[src/rtl/buck3_regs_pkg.sv]
// package: offsets, field positions, defaults and carriers for the buck3 limit registers
package buck3_regs_pkg;
  localparam logic [7:0] primary_voltage_offset = 8'h0a;
  localparam logic [7:0] alt_voltage_offset = 8'h0b;
  localparam logic [7:0] range_ceiling_offset = 8'h0c;
  localparam int enable_pos = 7;
  localparam int economy_pos = 6;
  localparam int source_select_pos = 6;
  localparam int range_pos = 6;
  localparam logic [5:0] ceiling_all_ones = 6'h3f;
  localparam logic [5:0] ceiling_all_zeros = 6'h00;
  localparam logic [7:0] primary_voltage_reset = 8'h36;
  localparam logic [7:0] alt_voltage_reset = 8'h00;
  localparam logic [7:0] range_ceiling_reset = 8'hff;

  typedef struct packed {
    logic wr;
    logic rd;
    logic [7:0] addr;
    logic [7:0] wdata;
  } reg_req_type;

  typedef struct packed {
    logic enable;
    logic economy;
    logic [1:0] range;
    logic [5:0] code;
  } buck_ctrl_type;
endpackage

[src/rtl/buck3_voltage_limit_regs.sv]
// buck3 primary-voltage, alternate-voltage and range/ceiling register bank
`timescale 1ns/10ps
module buck3_voltage_limit_regs
  import buck3_regs_pkg::*;
#(
  parameter logic [7:0] otp_primary = primary_voltage_reset,
  parameter logic [7:0] otp_alt = alt_voltage_reset,
  parameter logic [7:0] otp_limit = range_ceiling_reset
)
(
  // clock and reset
  input wire logic mclk,
  input wire logic reset_n,
  // register access from the serial control bus decoder
  input wire reg_req_type req,
  output logic [7:0] rdata,
  // converter status input
  input wire logic buck3_forced_mode_bit,
  // converter control outputs
  output buck_ctrl_type ctrl
);

  // -----------------------------------------------------------------
  // register state
  // -----------------------------------------------------------------
  logic [7:0] buck3_primary_voltage, next_primary;
  logic [7:0] buck3_alt_voltage_ctrl, next_alt;
  logic [7:0] buck3_range_and_ceiling, next_limit;
  logic [7:0] next_rdata;
  buck_ctrl_type next_ctrl;
  logic locked;

  // -----------------------------------------------------------------
  // ceiling lock and clamp
  // -----------------------------------------------------------------
  // clamping acts at write time only, so a ceiling lowered later leaves stored codes alone
  // clamp a code to the ceiling
  function automatic logic [5:0] clamp(input logic [5:0] code, input logic [5:0] ceil);
    clamp = (code > ceil) ? ceil : code;
  endfunction

  // the limit locks itself once the ceiling is neither all ones nor all zeros
  assign locked = (buck3_range_and_ceiling[5:0] != ceiling_all_ones) &&
                  (buck3_range_and_ceiling[5:0] != ceiling_all_zeros);

  // -----------------------------------------------------------------
  // register writes
  // -----------------------------------------------------------------
  // next register values from writes
  always_comb
  begin
    next_primary = buck3_primary_voltage;
    next_alt = buck3_alt_voltage_ctrl;
    next_limit = buck3_range_and_ceiling;
    if (req.wr && req.addr == primary_voltage_offset)
    begin
      next_primary = {1'b0, req.wdata[source_select_pos],
                      clamp(req.wdata[5:0], buck3_range_and_ceiling[5:0])};
    end
    if (req.wr && req.addr == alt_voltage_offset)
    begin
      next_alt = {req.wdata[enable_pos], req.wdata[economy_pos],
                  clamp(req.wdata[5:0], buck3_range_and_ceiling[5:0])};
    end
    if (req.wr && req.addr == range_ceiling_offset && !locked)
    begin
      next_limit = req.wdata;
    end
  end

  // register file, loaded with the programmed defaults in reset
  always_ff @(posedge mclk)
  begin
    if (!reset_n)
    begin
      buck3_primary_voltage <= otp_primary;
      buck3_alt_voltage_ctrl <= otp_alt;
      buck3_range_and_ceiling <= otp_limit;
    end
    else
    begin
      buck3_primary_voltage <= next_primary;
      buck3_alt_voltage_ctrl <= next_alt;
      buck3_range_and_ceiling <= next_limit;
    end
  end

  // defaults come back on every reset
  AST_RESET_LOAD: assert property (@(posedge mclk)
    !reset_n |=> buck3_primary_voltage == otp_primary && buck3_alt_voltage_ctrl == otp_alt &&
      buck3_range_and_ceiling == otp_limit)
    else $error("register missed its default");

  // a locked limit keeps its contents, an open one takes the write whole
  AST_LOCK_HOLDS: assert property (@(posedge mclk) disable iff (!reset_n)
    locked && req.wr && req.addr == range_ceiling_offset |=> $stable(buck3_range_and_ceiling))
    else $error("locked limit register changed");
  AST_LIMIT_WRITE: assert property (@(posedge mclk) disable iff (!reset_n)
    !locked && req.wr && req.addr == range_ceiling_offset |=> buck3_range_and_ceiling == $past(req.wdata))
    else $error("unlocked limit write lost");

  // codes are clamped against the ceiling held at the time of the write
  AST_ALT_CLAMP: assert property (@(posedge mclk) disable iff (!reset_n)
    req.wr && req.addr == alt_voltage_offset |=>
    buck3_alt_voltage_ctrl[5:0] <= $past(buck3_range_and_ceiling[5:0]))
    else $error("alternate code above ceiling");
  AST_PRI_CLAMP: assert property (@(posedge mclk) disable iff (!reset_n)
    req.wr && req.addr == primary_voltage_offset |=>
    buck3_primary_voltage[5:0] <= $past(buck3_range_and_ceiling[5:0]))
    else $error("primary code above ceiling");

  // control bits land as written
  AST_ALT_BITS: assert property (@(posedge mclk) disable iff (!reset_n)
    req.wr && req.addr == alt_voltage_offset |=>
    buck3_alt_voltage_ctrl[enable_pos] == $past(req.wdata[enable_pos]) &&
    buck3_alt_voltage_ctrl[economy_pos] == $past(req.wdata[economy_pos]))
    else $error("alternate control bits not stored");
  AST_SELECT_BIT: assert property (@(posedge mclk) disable iff (!reset_n)
    req.wr && req.addr == primary_voltage_offset |=>
    buck3_primary_voltage[source_select_pos] == $past(req.wdata[source_select_pos]))
    else $error("source select not stored");

  // nothing moves without a write, and the unused top bit stays clear
  AST_ALT_HOLDS: assert property (@(posedge mclk) disable iff (!reset_n)
    !(req.wr && req.addr == alt_voltage_offset) |=> $stable(buck3_alt_voltage_ctrl))
    else $error("alternate register changed without a write");
  AST_PRI_HOLDS: assert property (@(posedge mclk) disable iff (!reset_n)
    !(req.wr && req.addr == primary_voltage_offset) |=> $stable(buck3_primary_voltage))
    else $error("primary register changed without a write");
  AST_RESERVED: assert property (@(posedge mclk) disable iff (!reset_n)
    !buck3_primary_voltage[7])
    else $error("reserved bit set");

  // -----------------------------------------------------------------
  // read data
  // -----------------------------------------------------------------
  // read mux, zero when idle or unmapped
  always_comb
  begin
    next_rdata = 8'h00;
    if (req.rd)
    begin
      case (req.addr)
        primary_voltage_offset: next_rdata = buck3_primary_voltage;
        alt_voltage_offset: next_rdata = buck3_alt_voltage_ctrl;
        range_ceiling_offset: next_rdata = buck3_range_and_ceiling;
        default: next_rdata = 8'h00;
      endcase
    end
  end

  // read data register, one cycle after the strobe
  always_ff @(posedge mclk)
  begin
    if (!reset_n)
    begin
      rdata <= 8'h00;
    end
    else
    begin
      rdata <= next_rdata;
    end
  end

  // a locked limit still reads back as stored
  AST_READBACK: assert property (@(posedge mclk) disable iff (!reset_n)
    req.rd && req.addr == range_ceiling_offset |=> rdata == $past(buck3_range_and_ceiling))
    else $error("limit readback wrong");

  // -----------------------------------------------------------------
  // converter controls
  // -----------------------------------------------------------------
  // controls follow the next register values so they move together with them
  always_comb
  begin
    next_ctrl.enable = next_alt[enable_pos];
    next_ctrl.economy = next_alt[economy_pos] & ~buck3_forced_mode_bit;
    next_ctrl.range = next_limit[7:range_pos];
    next_ctrl.code = next_primary[source_select_pos] ? next_alt[5:0] : next_primary[5:0];
  end

  // control output register
  always_ff @(posedge mclk)
  begin
    if (!reset_n)
    begin
      ctrl <= '0;
    end
    else
    begin
      ctrl <= next_ctrl;
    end
  end

  // ctrl is cleared in reset and mirrors the registers from the first active edge on,
  // so these checks skip the cycle right after a reset
  AST_ENABLE_OUT: assert property (@(posedge mclk) disable iff (!reset_n)
    $past(reset_n) |-> ctrl.enable == buck3_alt_voltage_ctrl[enable_pos])
    else $error("enable output mismatch");
  // economy is gated by the forced-mode level of the cycle before
  AST_ECONOMY: assert property (@(posedge mclk) disable iff (!reset_n)
    $past(reset_n) |->
    ctrl.economy == (buck3_alt_voltage_ctrl[economy_pos] & ~$past(buck3_forced_mode_bit)))
    else $error("economy output mismatch");
  AST_RANGE: assert property (@(posedge mclk) disable iff (!reset_n)
    $past(reset_n) |-> ctrl.range == buck3_range_and_ceiling[7:range_pos])
    else $error("range output mismatch");
  // the source select picks which stored code drives the converter
  AST_SOURCE: assert property (@(posedge mclk) disable iff (!reset_n)
    $past(reset_n) |-> ctrl.code == (buck3_primary_voltage[source_select_pos] ?
                  buck3_alt_voltage_ctrl[5:0] : buck3_primary_voltage[5:0]))
    else $error("voltage source mismatch");

endmodule

[config.mk]
export PLATFORM = sky130hd
export DESIGN_NAME = buck3_voltage_limit_regs
export DESIGN_NICKNAME = d
export VERILOG_FILES = /design/src/rtl/buck3_regs_pkg.sv /design/src/rtl/buck3_voltage_limit_regs.sv
export SDC_FILE = /design/constraint.sdc
export NUM_CORES = 1
export LEC_CHECK = 0
export BUFFER_PORTS_ARGS = -buffer_cell sky130_fd_sc_hd__buf_4
export CORE_AREA = 2 2 64 66
export CTS_CLUSTER_DIAMETER = 120
export DETAILED_ROUTE_END_ITERATION = 8
export DIE_AREA = 0 0 66 68
export GPL_TIMING_DRIVEN = 0
export PLACE_DENSITY = 0.74
export SYNTH_ARGS = -nofsm -noshare
export SYNTH_HDL_FRONTEND = slang
export SYNTH_SLANG_ARGS = --single-unit
[constraint.sdc]
create_clock -name mclk -period 4.2 [get_ports mclk]
set_input_delay 0 -clock mclk [delete_from_list [all_inputs] [get_ports mclk]]
set_output_delay 0 -clock mclk [all_outputs]
set_load 0.005 [all_outputs]
==> results of run 1 <==
## metal layers
metal  wire [um]  vias up  GRT usage (%)
met5           0        -              0
met4          99        0           11.5
met3         313        9           4.11
met2        2200       73           34.6
met1        2040      813           28.6
li1            -      844              -
## layout by cell type (no fill, tap or decap), types with 7 or more instances in the layout
master,netlist,routed
dfxtp_1,40,40
buf_4,2,39
nor2_1,21,21
nand2_1,13,13
a211oi_1,13,13
o21ai_0,13,13
mux2i_1,9,9
dlygate4sd3_1,0,9
clkbuf_8,2,8
inv_1,7,7
o211ai_1,7,7
a222oi_1,7,7
## cells by family after synthesis
kind of cell | share of synthesized area, %
muxes | 5.36
DFF | 42.4
adders and majority gates | 3.97
and+or+nand+nor | 19.5
AOI/OAI and AO/OA | 22.7
buffers and inverters | 6.09
## power by group through the flow
stage          Clock, mW  Sequential (mW)  Combinational (mW)
3_3_place_gp           0            0.392              0.0508
6_report           0.269            0.383              0.0586
2_1_floorplan          0            0.393              0.0211
4_1_cts            0.274            0.383              0.0583
3_5_place_dp           0            0.392              0.0516
5_1_grt            0.287            0.384              0.0631
## layout make-up
cell class	count	area, sq um	area share [%]
multi-input combinational	137	975	40.3
timing repair buffer	46	368	15.2
sequential	40	801	33.1
clock buffer	6	82.6	3.41
buffer	10	88.8	3.67
tap	50	62.6	2.59
inverter	7	26.3	1.09
clock inverter	2	15.0	0.621
## worst max-delay path: cells and delay by family (launching register included)
family,cells,cell delay (ns)
flip-flops,1,0.39
buffers and inverters,2,0.26
adder cells (fa/ha/maj),1,0.31
AND/OR/NAND/NOR,1,0.14
AO/OA/AOI/OAI,4,1.13
## metrics by stage
step | setup slack [ns] | cell area (sq um) | util [%] | hold WS, ns
after floorplan | 2.22 | 1890 | - | 0.0695
after global placement | 1.88 | 2230 | 57.9 | 0.167
after detailed placement | 1.85 | 2230 | 57.9 | 0.166
after CTS | 1.88 | 2420 | 62.7 | 0.0400
after global routing | 1.72 | 2420 | 62.7 | 0.0658
final | 1.82 | 2420 | 62.7 | 0.0478
## state kept, by name, indices dropped and copies added (netlist names)
register,flops
rdata,8
buck3_range_and_ceiling,8
buck3_alt_voltage_ctrl,8
buck3_primary_voltage,7
ctrl,9
## how the worst min path moves through the flow
| stage | cells past startpoint | start | end |
|---|---|---|---|
| floorplan | 1 | buck3_forced_mode_bit | ctrl[8]$_SDFF_PN0_ |
| global placement | 2 | buck3_forced_mode_bit | ctrl[8]$_SDFF_PN0_ |
| detailed placement | 2 | buck3_forced_mode_bit | ctrl[8]$_SDFF_PN0_ |
| CTS | 3 | reset_n | buck3_primary_voltage[0]$_SDFF_PN0_ |
| global route | 3 | reset_n | buck3_primary_voltage[0]$_SDFF_PN0_ |
| finish | 3 | reset_n | buck3_primary_voltage[3]$_SDFF_PN0_ |
==> impl_metrics.json, run 1 <==
{
  "crit_path_cell_trace": "inv_1 -> ha_1 -> nand4_1 -> o21bai_1 -> a31o_2 -> buf_2 -> a211oi_1 -> o22ai_1",
  "drv_cap": 0,
  "die_area_sq_um": 4490,
  "grt-ovfl-total": 0,
  "ioPinCount": 39,
  "finalSetupViolCount": 0,
  "synth.distinct_cells": 44,
  "die_h_um": 68,
  "antennaDiodeCount": 0,
  "skew_ns": 0.00416,
  "grt_pass1_wl_mm": 7.37,
  "yosysTopAreaCellShare_pct": 42.4,
  "rr_endpoint": "ctrl[5]$_SDFF_PN0_",
  "peakVddDrop_v": 0.000141,
  "async_flop_share_pct": 0,
  "vias": 1739,
  "cts_hold_buf": 9,
  "comb_power_share_pct": 8.2,
  "powerDensity_nw_per_um2": 294,
  "ys_ff_latch": 40,
  "drtPass1Iterations": 6,
  "drt_iter0_markers": 175,
  "io_buffer_count": 37,
  "fin_crit_sh_pct": 56.7,
  "place_congestion": 0.874,
  "p_sw_share_pct": 23.0,
  "synth.area.top_cells": "dfxtp_1, a211oi_1, mux2i_1",
  "pwr-share-seq_pct": 53.9,
  "cts_made_buffers": 5,
  "finalHoldViolations": 0,
  "cp-endpoint": "ctrl[5]$_SDFF_PN0_",
  "antenna_found_initial": 0,
  "min_period_ns": 2.38,
  "wl_mm": 4.65,
  "wire_per_inst_um": 15.6,
  "synth_top_area_cell": "dfxtp_1",
  "slew_viol_final": 0,
  "start_util_pct": 49.0,
  "nFillCells": 345,
  "outcome": "finished, final reports clean",
  "cp-end-kind": "register",
  "post_cts_resized": 0,
  "grt_pass1_vias": 1529,
  "area_delta_synth_final_pct": 27.9,
  "hpwlAfterDp_mm": 3.27,
  "cts_sinks": 40,
  "critPathRequiredTime_ns": 4.36,
  "grt_max_degree": 14,
  "die_x_um": 66,
  "ys_top_cells_by_count": "dfxtp_1, nor2_1, a211oi_1, nand2_1, o21ai_0",
  "syn_area_per_cell_sq_um": 9.75,
  "critPathMaxFanout": 10,
  "power.switching_mw": 0.164,
  "track_usage_pct": 21.9,
  "yosysWarnings": 0,
  "cpPeakStageDelay_ns": 0.43,
  "synth_most_common_cell": "dfxtp_1",
  "crit_arrival_ns": 2.54,
  "fin_cells": 298,
  "rsz0062_at_grt": "false",
  "rrSetupSlack_ns": 1.82,
  "crit_start": "buck3_range_and_ceiling[5]$_SDFFE_PN1N_",
  "p_clk_share_pct": 37.8,
  "hp-class": "input port to register",
  "cts-root-buf": "clkbuf_8",
  "reg2reg_from": "buck3_range_and_ceiling[5]$_SDFFE_PN1N_",
  "max_freq_ghz": 0.420,
  "final_nets": 274,
  "worst_path_max_delay_cell": "a211oi_1",
  "fin_tns_setup_ns": 0,
  "placedCellCount": 281,
  "p_total_mw": 0.711,
  "post-route-drc-count": 0,
  "critPathKind": "register to register",
  "ys.flop_type": "dfxtp_1",
  "cts_max_level": 2,
  "tightest_slew_ns": 0.673,
  "cts_tree": "yes",
  "synth_fp_nets": 221,
  "intPower_mw": 0.547,
  "clockBufferDepth": 2,
  "final_layout_size_suffix_gt1_share_pct": 25.8,
  "rows": 23,
  "clkTransAtPathRegs_ns": 0.08,
  "synth_edf_count": 0,
  "timing.slew.headroom_pct": 55.0,
  "via_per_inst": 5.84,
  "syn_inst": 194,
  "power.leakage_nw": 1.04,
  "ys_seq_area_share_pct": 42.4,
  "core_area_sq_um": 3860,
  "clk_latency_ns": 0.29,
  "ant_nets": 0,
  "reg2regPathDepth": 8,
  "startpoint_type": "register",
  "syn-cell-area_sq_um": 1890,
  "post-cts-setup-buffer-count": 0
}
Power figures use the tool's default switching activity.
==> inputs of run 2 (changes only) <==
--- a/config.mk
+++ b/config.mk
@@ -6,12 +6,12 @@
 export NUM_CORES = 1
 export LEC_CHECK = 0
 export BUFFER_PORTS_ARGS = -buffer_cell sky130_fd_sc_hd__buf_4
-export CORE_AREA = 2 2 64 66
+export CORE_AREA = 2 2 66 68
 export CTS_CLUSTER_DIAMETER = 120
 export DETAILED_ROUTE_END_ITERATION = 8
-export DIE_AREA = 0 0 66 68
+export DIE_AREA = 0 0 68 70
 export GPL_TIMING_DRIVEN = 0
-export PLACE_DENSITY = 0.74
+export PLACE_DENSITY = 0.73
 export SYNTH_ARGS = -nofsm -noshare
 export SYNTH_HDL_FRONTEND = slang
 export SYNTH_SLANG_ARGS = --single-unit
==> constraint.sdc (replaced) <==
create_clock -name mclk -period 1.95 [get_ports mclk]
set_input_delay 0 -clock mclk [delete_from_list [all_inputs] [get_ports mclk]]
set_output_delay 0 -clock mclk [all_outputs]
set_load 0.005 [all_outputs]
==> run 2 against run 1 <==
The run now ends with setup timing left. Worst hold slack worse by 0.0030 ns. First-iteration DRC count fell by 14%. Global-route usage rose by 1.7 points. Critical path type unchanged. Largest power group unchanged. Highest routed layer unchanged.
==> impl_metrics.json, run 2 (synthesis results as in run 1) <==
{
  "outcome": "finished with violations",
  "violations": "setup timing",
  "min_period_ns": 2.01,
  "comb_power_share_pct": 10.3,
  "grt-ovfl-total": 0,
  "reg2regPathDepth": 8,
  "pwr-share-seq_pct": 54.2,
  "track_usage_pct": 23.5,
  "drt_iter0_markers": 150,
  "p_sw_share_pct": 24.5,
  "cts_tree": "yes",
  "intPower_mw": 1.14,
  "fin_crit_sh_pct": 103,
  "vias": 1835,
  "tightest_slew_ns": 0.692,
  "critPathMaxFanout": 6,
  "final_nets": 292,
  "cts_sinks": 40,
  "critPathRequiredTime_ns": 2.13,
  "area_delta_synth_final_pct": 51.9,
  "clk_latency_ns": 0.31,
  "io_buffer_count": 37,
  "cp-end-kind": "register",
  "fin_tns_setup_ns": -0.333,
  "skew_ns": 0.0133,
  "final_layout_size_suffix_gt1_share_pct": 44.9,
  "critPathKind": "register to register",
  "finalSetupViolCount": 10,
  "drtPass1Iterations": 6,
  "largest_reg_flops": 9,
  "powerDensity_nw_per_um2": 528,
  "clkTransAtPathRegs_ns": 0.08,
  "ant_nets": 0,
  "via_per_inst": 5.79,
  "grt_pass1_wl_mm": 8.29,
  "grt_pass1_vias": 1650,
  "wire_per_inst_um": 16.9,
  "grt_max_degree": 13,
  "power.switching_mw": 0.372,
  "clockBufferDepth": 2,
  "finalHoldViolations": 0,
  "p_clk_share_pct": 35.5,
  "final_cell_mix": "buf_4, dfxtp_1, nor2_1, o21ai_0, nand2_1",
  "core_area_sq_um": 4140,
  "die_h_um": 70,
  "hp-class": "input port to register",
  "hpwlAfterDp_mm": 3.29,
  "place_ws_ns": -0.378,
  "timing.slew.headroom_pct": 53.7,
  "antenna_found_initial": 0,
  "final_common_cell": "buf_4",
  "place_congestion": 0.833,
  "rows": 24,
  "setup_slack_ns": -0.0606,
  "start_util_pct": 45.6,
  "max_freq_ghz": 0.497,
  "regMostFlops": "ctrl",
  "wl_mm": 5.35,
  "cts_max_level": 2,
  "cts-root-buf": "clkbuf_8",
  "hold_depth": 3,
  "startpoint_type": "register",
  "ioPinCount": 39,
  "post-route-drc-count": 0,
  "rsz0062_at_grt": "true",
  "antennaDiodeCount": 0,
  "peakVddDrop_v": 0.000269,
  "finish.utilization_pct": 69.3,
  "die_area_sq_um": 4760,
  "slew_viol_final": 0,
  "die_x_um": 68,
  "power.leakage_nw": 1.15,
  "cts_made_buffers": 5,
  "drv_cap": 0,
  "crit_arrival_ns": 2.19
}
## run 2: changes by cell type in the layout (fill, tap and decap cells not counted), moves of 5 or more
cell | before | now
buf_4 | 39 | 56
a211oi_1 | 13 | 1
a211oi_4 | 0 | 7
a211oi_2 | 0 | 5
dfxtp_1 | 40 | 35
## run 2: power groups by stage
stage          combinational [mW]  clock, mW  sequential, mW
6_report                    0.156      0.539           0.822
3_3_place_gp                0.109          0           0.845
3_5_place_dp                0.110          0           0.846
2_1_floorplan              0.0457          0           0.846
5_1_grt                     0.167      0.586           0.823
4_1_cts                     0.142      0.546           0.822
## run 2: critical path: stages, from the launching register on
cell and delay (ns):
dfxtp_4 0.38, inv_4 0.04, ha_4 0.28, nand4_1 0.12, o21bai_4 0.24, a31o_4 0.27, buf_12 0.15, a211oi_4 0.28
o22ai_2 0.11
## run 2: area by class of cell
| cell class | count | area, sq um |
|---|---|---|
| Sequential cell | 40 | 815 |
| Clock buffer | 5 | 68.8 |
| Tap cell | 52 | 65.1 |
| Clock inverter | 2 | 12.5 |
| Buffer | 10 | 104 |
| Timing Repair Buffer | 64 | 520 |
| Inverter | 7 | 31.3 |
| Fill cell | 319 | 1270 |
| Multi-Input combinational cell | 137 | 1250 |
## run 2: timing repair
item                                    CTS  global route
endpoints found under the setup margin   18            22
setup buffers                             7            10
cloned                                    0             1
hold buffers                              9             0
endpoints found under the hold margin    15             0
pin swaps                                11             9
resized for setup                        45            17
## run 2: path summary, 6_finish.rpt
path	slack (ns)	startpoint	to
worst min-delay path	0.04	reset_n	buck3_primary_voltage[0]$_SDFF_PN0_
worst max-delay path	-0.06	buck3_range_and_ceiling[5]$_SDFFE_PN1N_	ctrl[1]$_SDFF_PN0_
worst min register to register	0.49	buck3_alt_voltage_ctrl[7]$_SDFFE_PN0N_	buck3_alt_voltage_ctrl[7]$_SDFFE_PN0N_
worst max register to register	-0.06	buck3_range_and_ceiling[5]$_SDFFE_PN1N_	ctrl[1]$_SDFF_PN0_
## run 2: per-stage QoR
step                      power (mW)  std cells  cell area (sq um)  hold slack (ns)
final                           1.52        317               2870           0.0449
after global routing            1.58        317               2870           0.0452
after CTS                       1.51        306               2680           0.0328
after detailed placement       0.956        283               2240            0.166
after global placement         0.954        283               2240            0.166
after floorplan                0.892        194               1890           0.0695
## run 2: metal layers
metal	vias up	share of wire [%]	wire length (um)	track usage, %
li1	867	-	-	-
met3	14	6.7	357	5.48
met2	86	50	2690	36.5
met4	0	2.7	145	11.3
met5	-	0	0	0
met1	868	40	2160	30.2
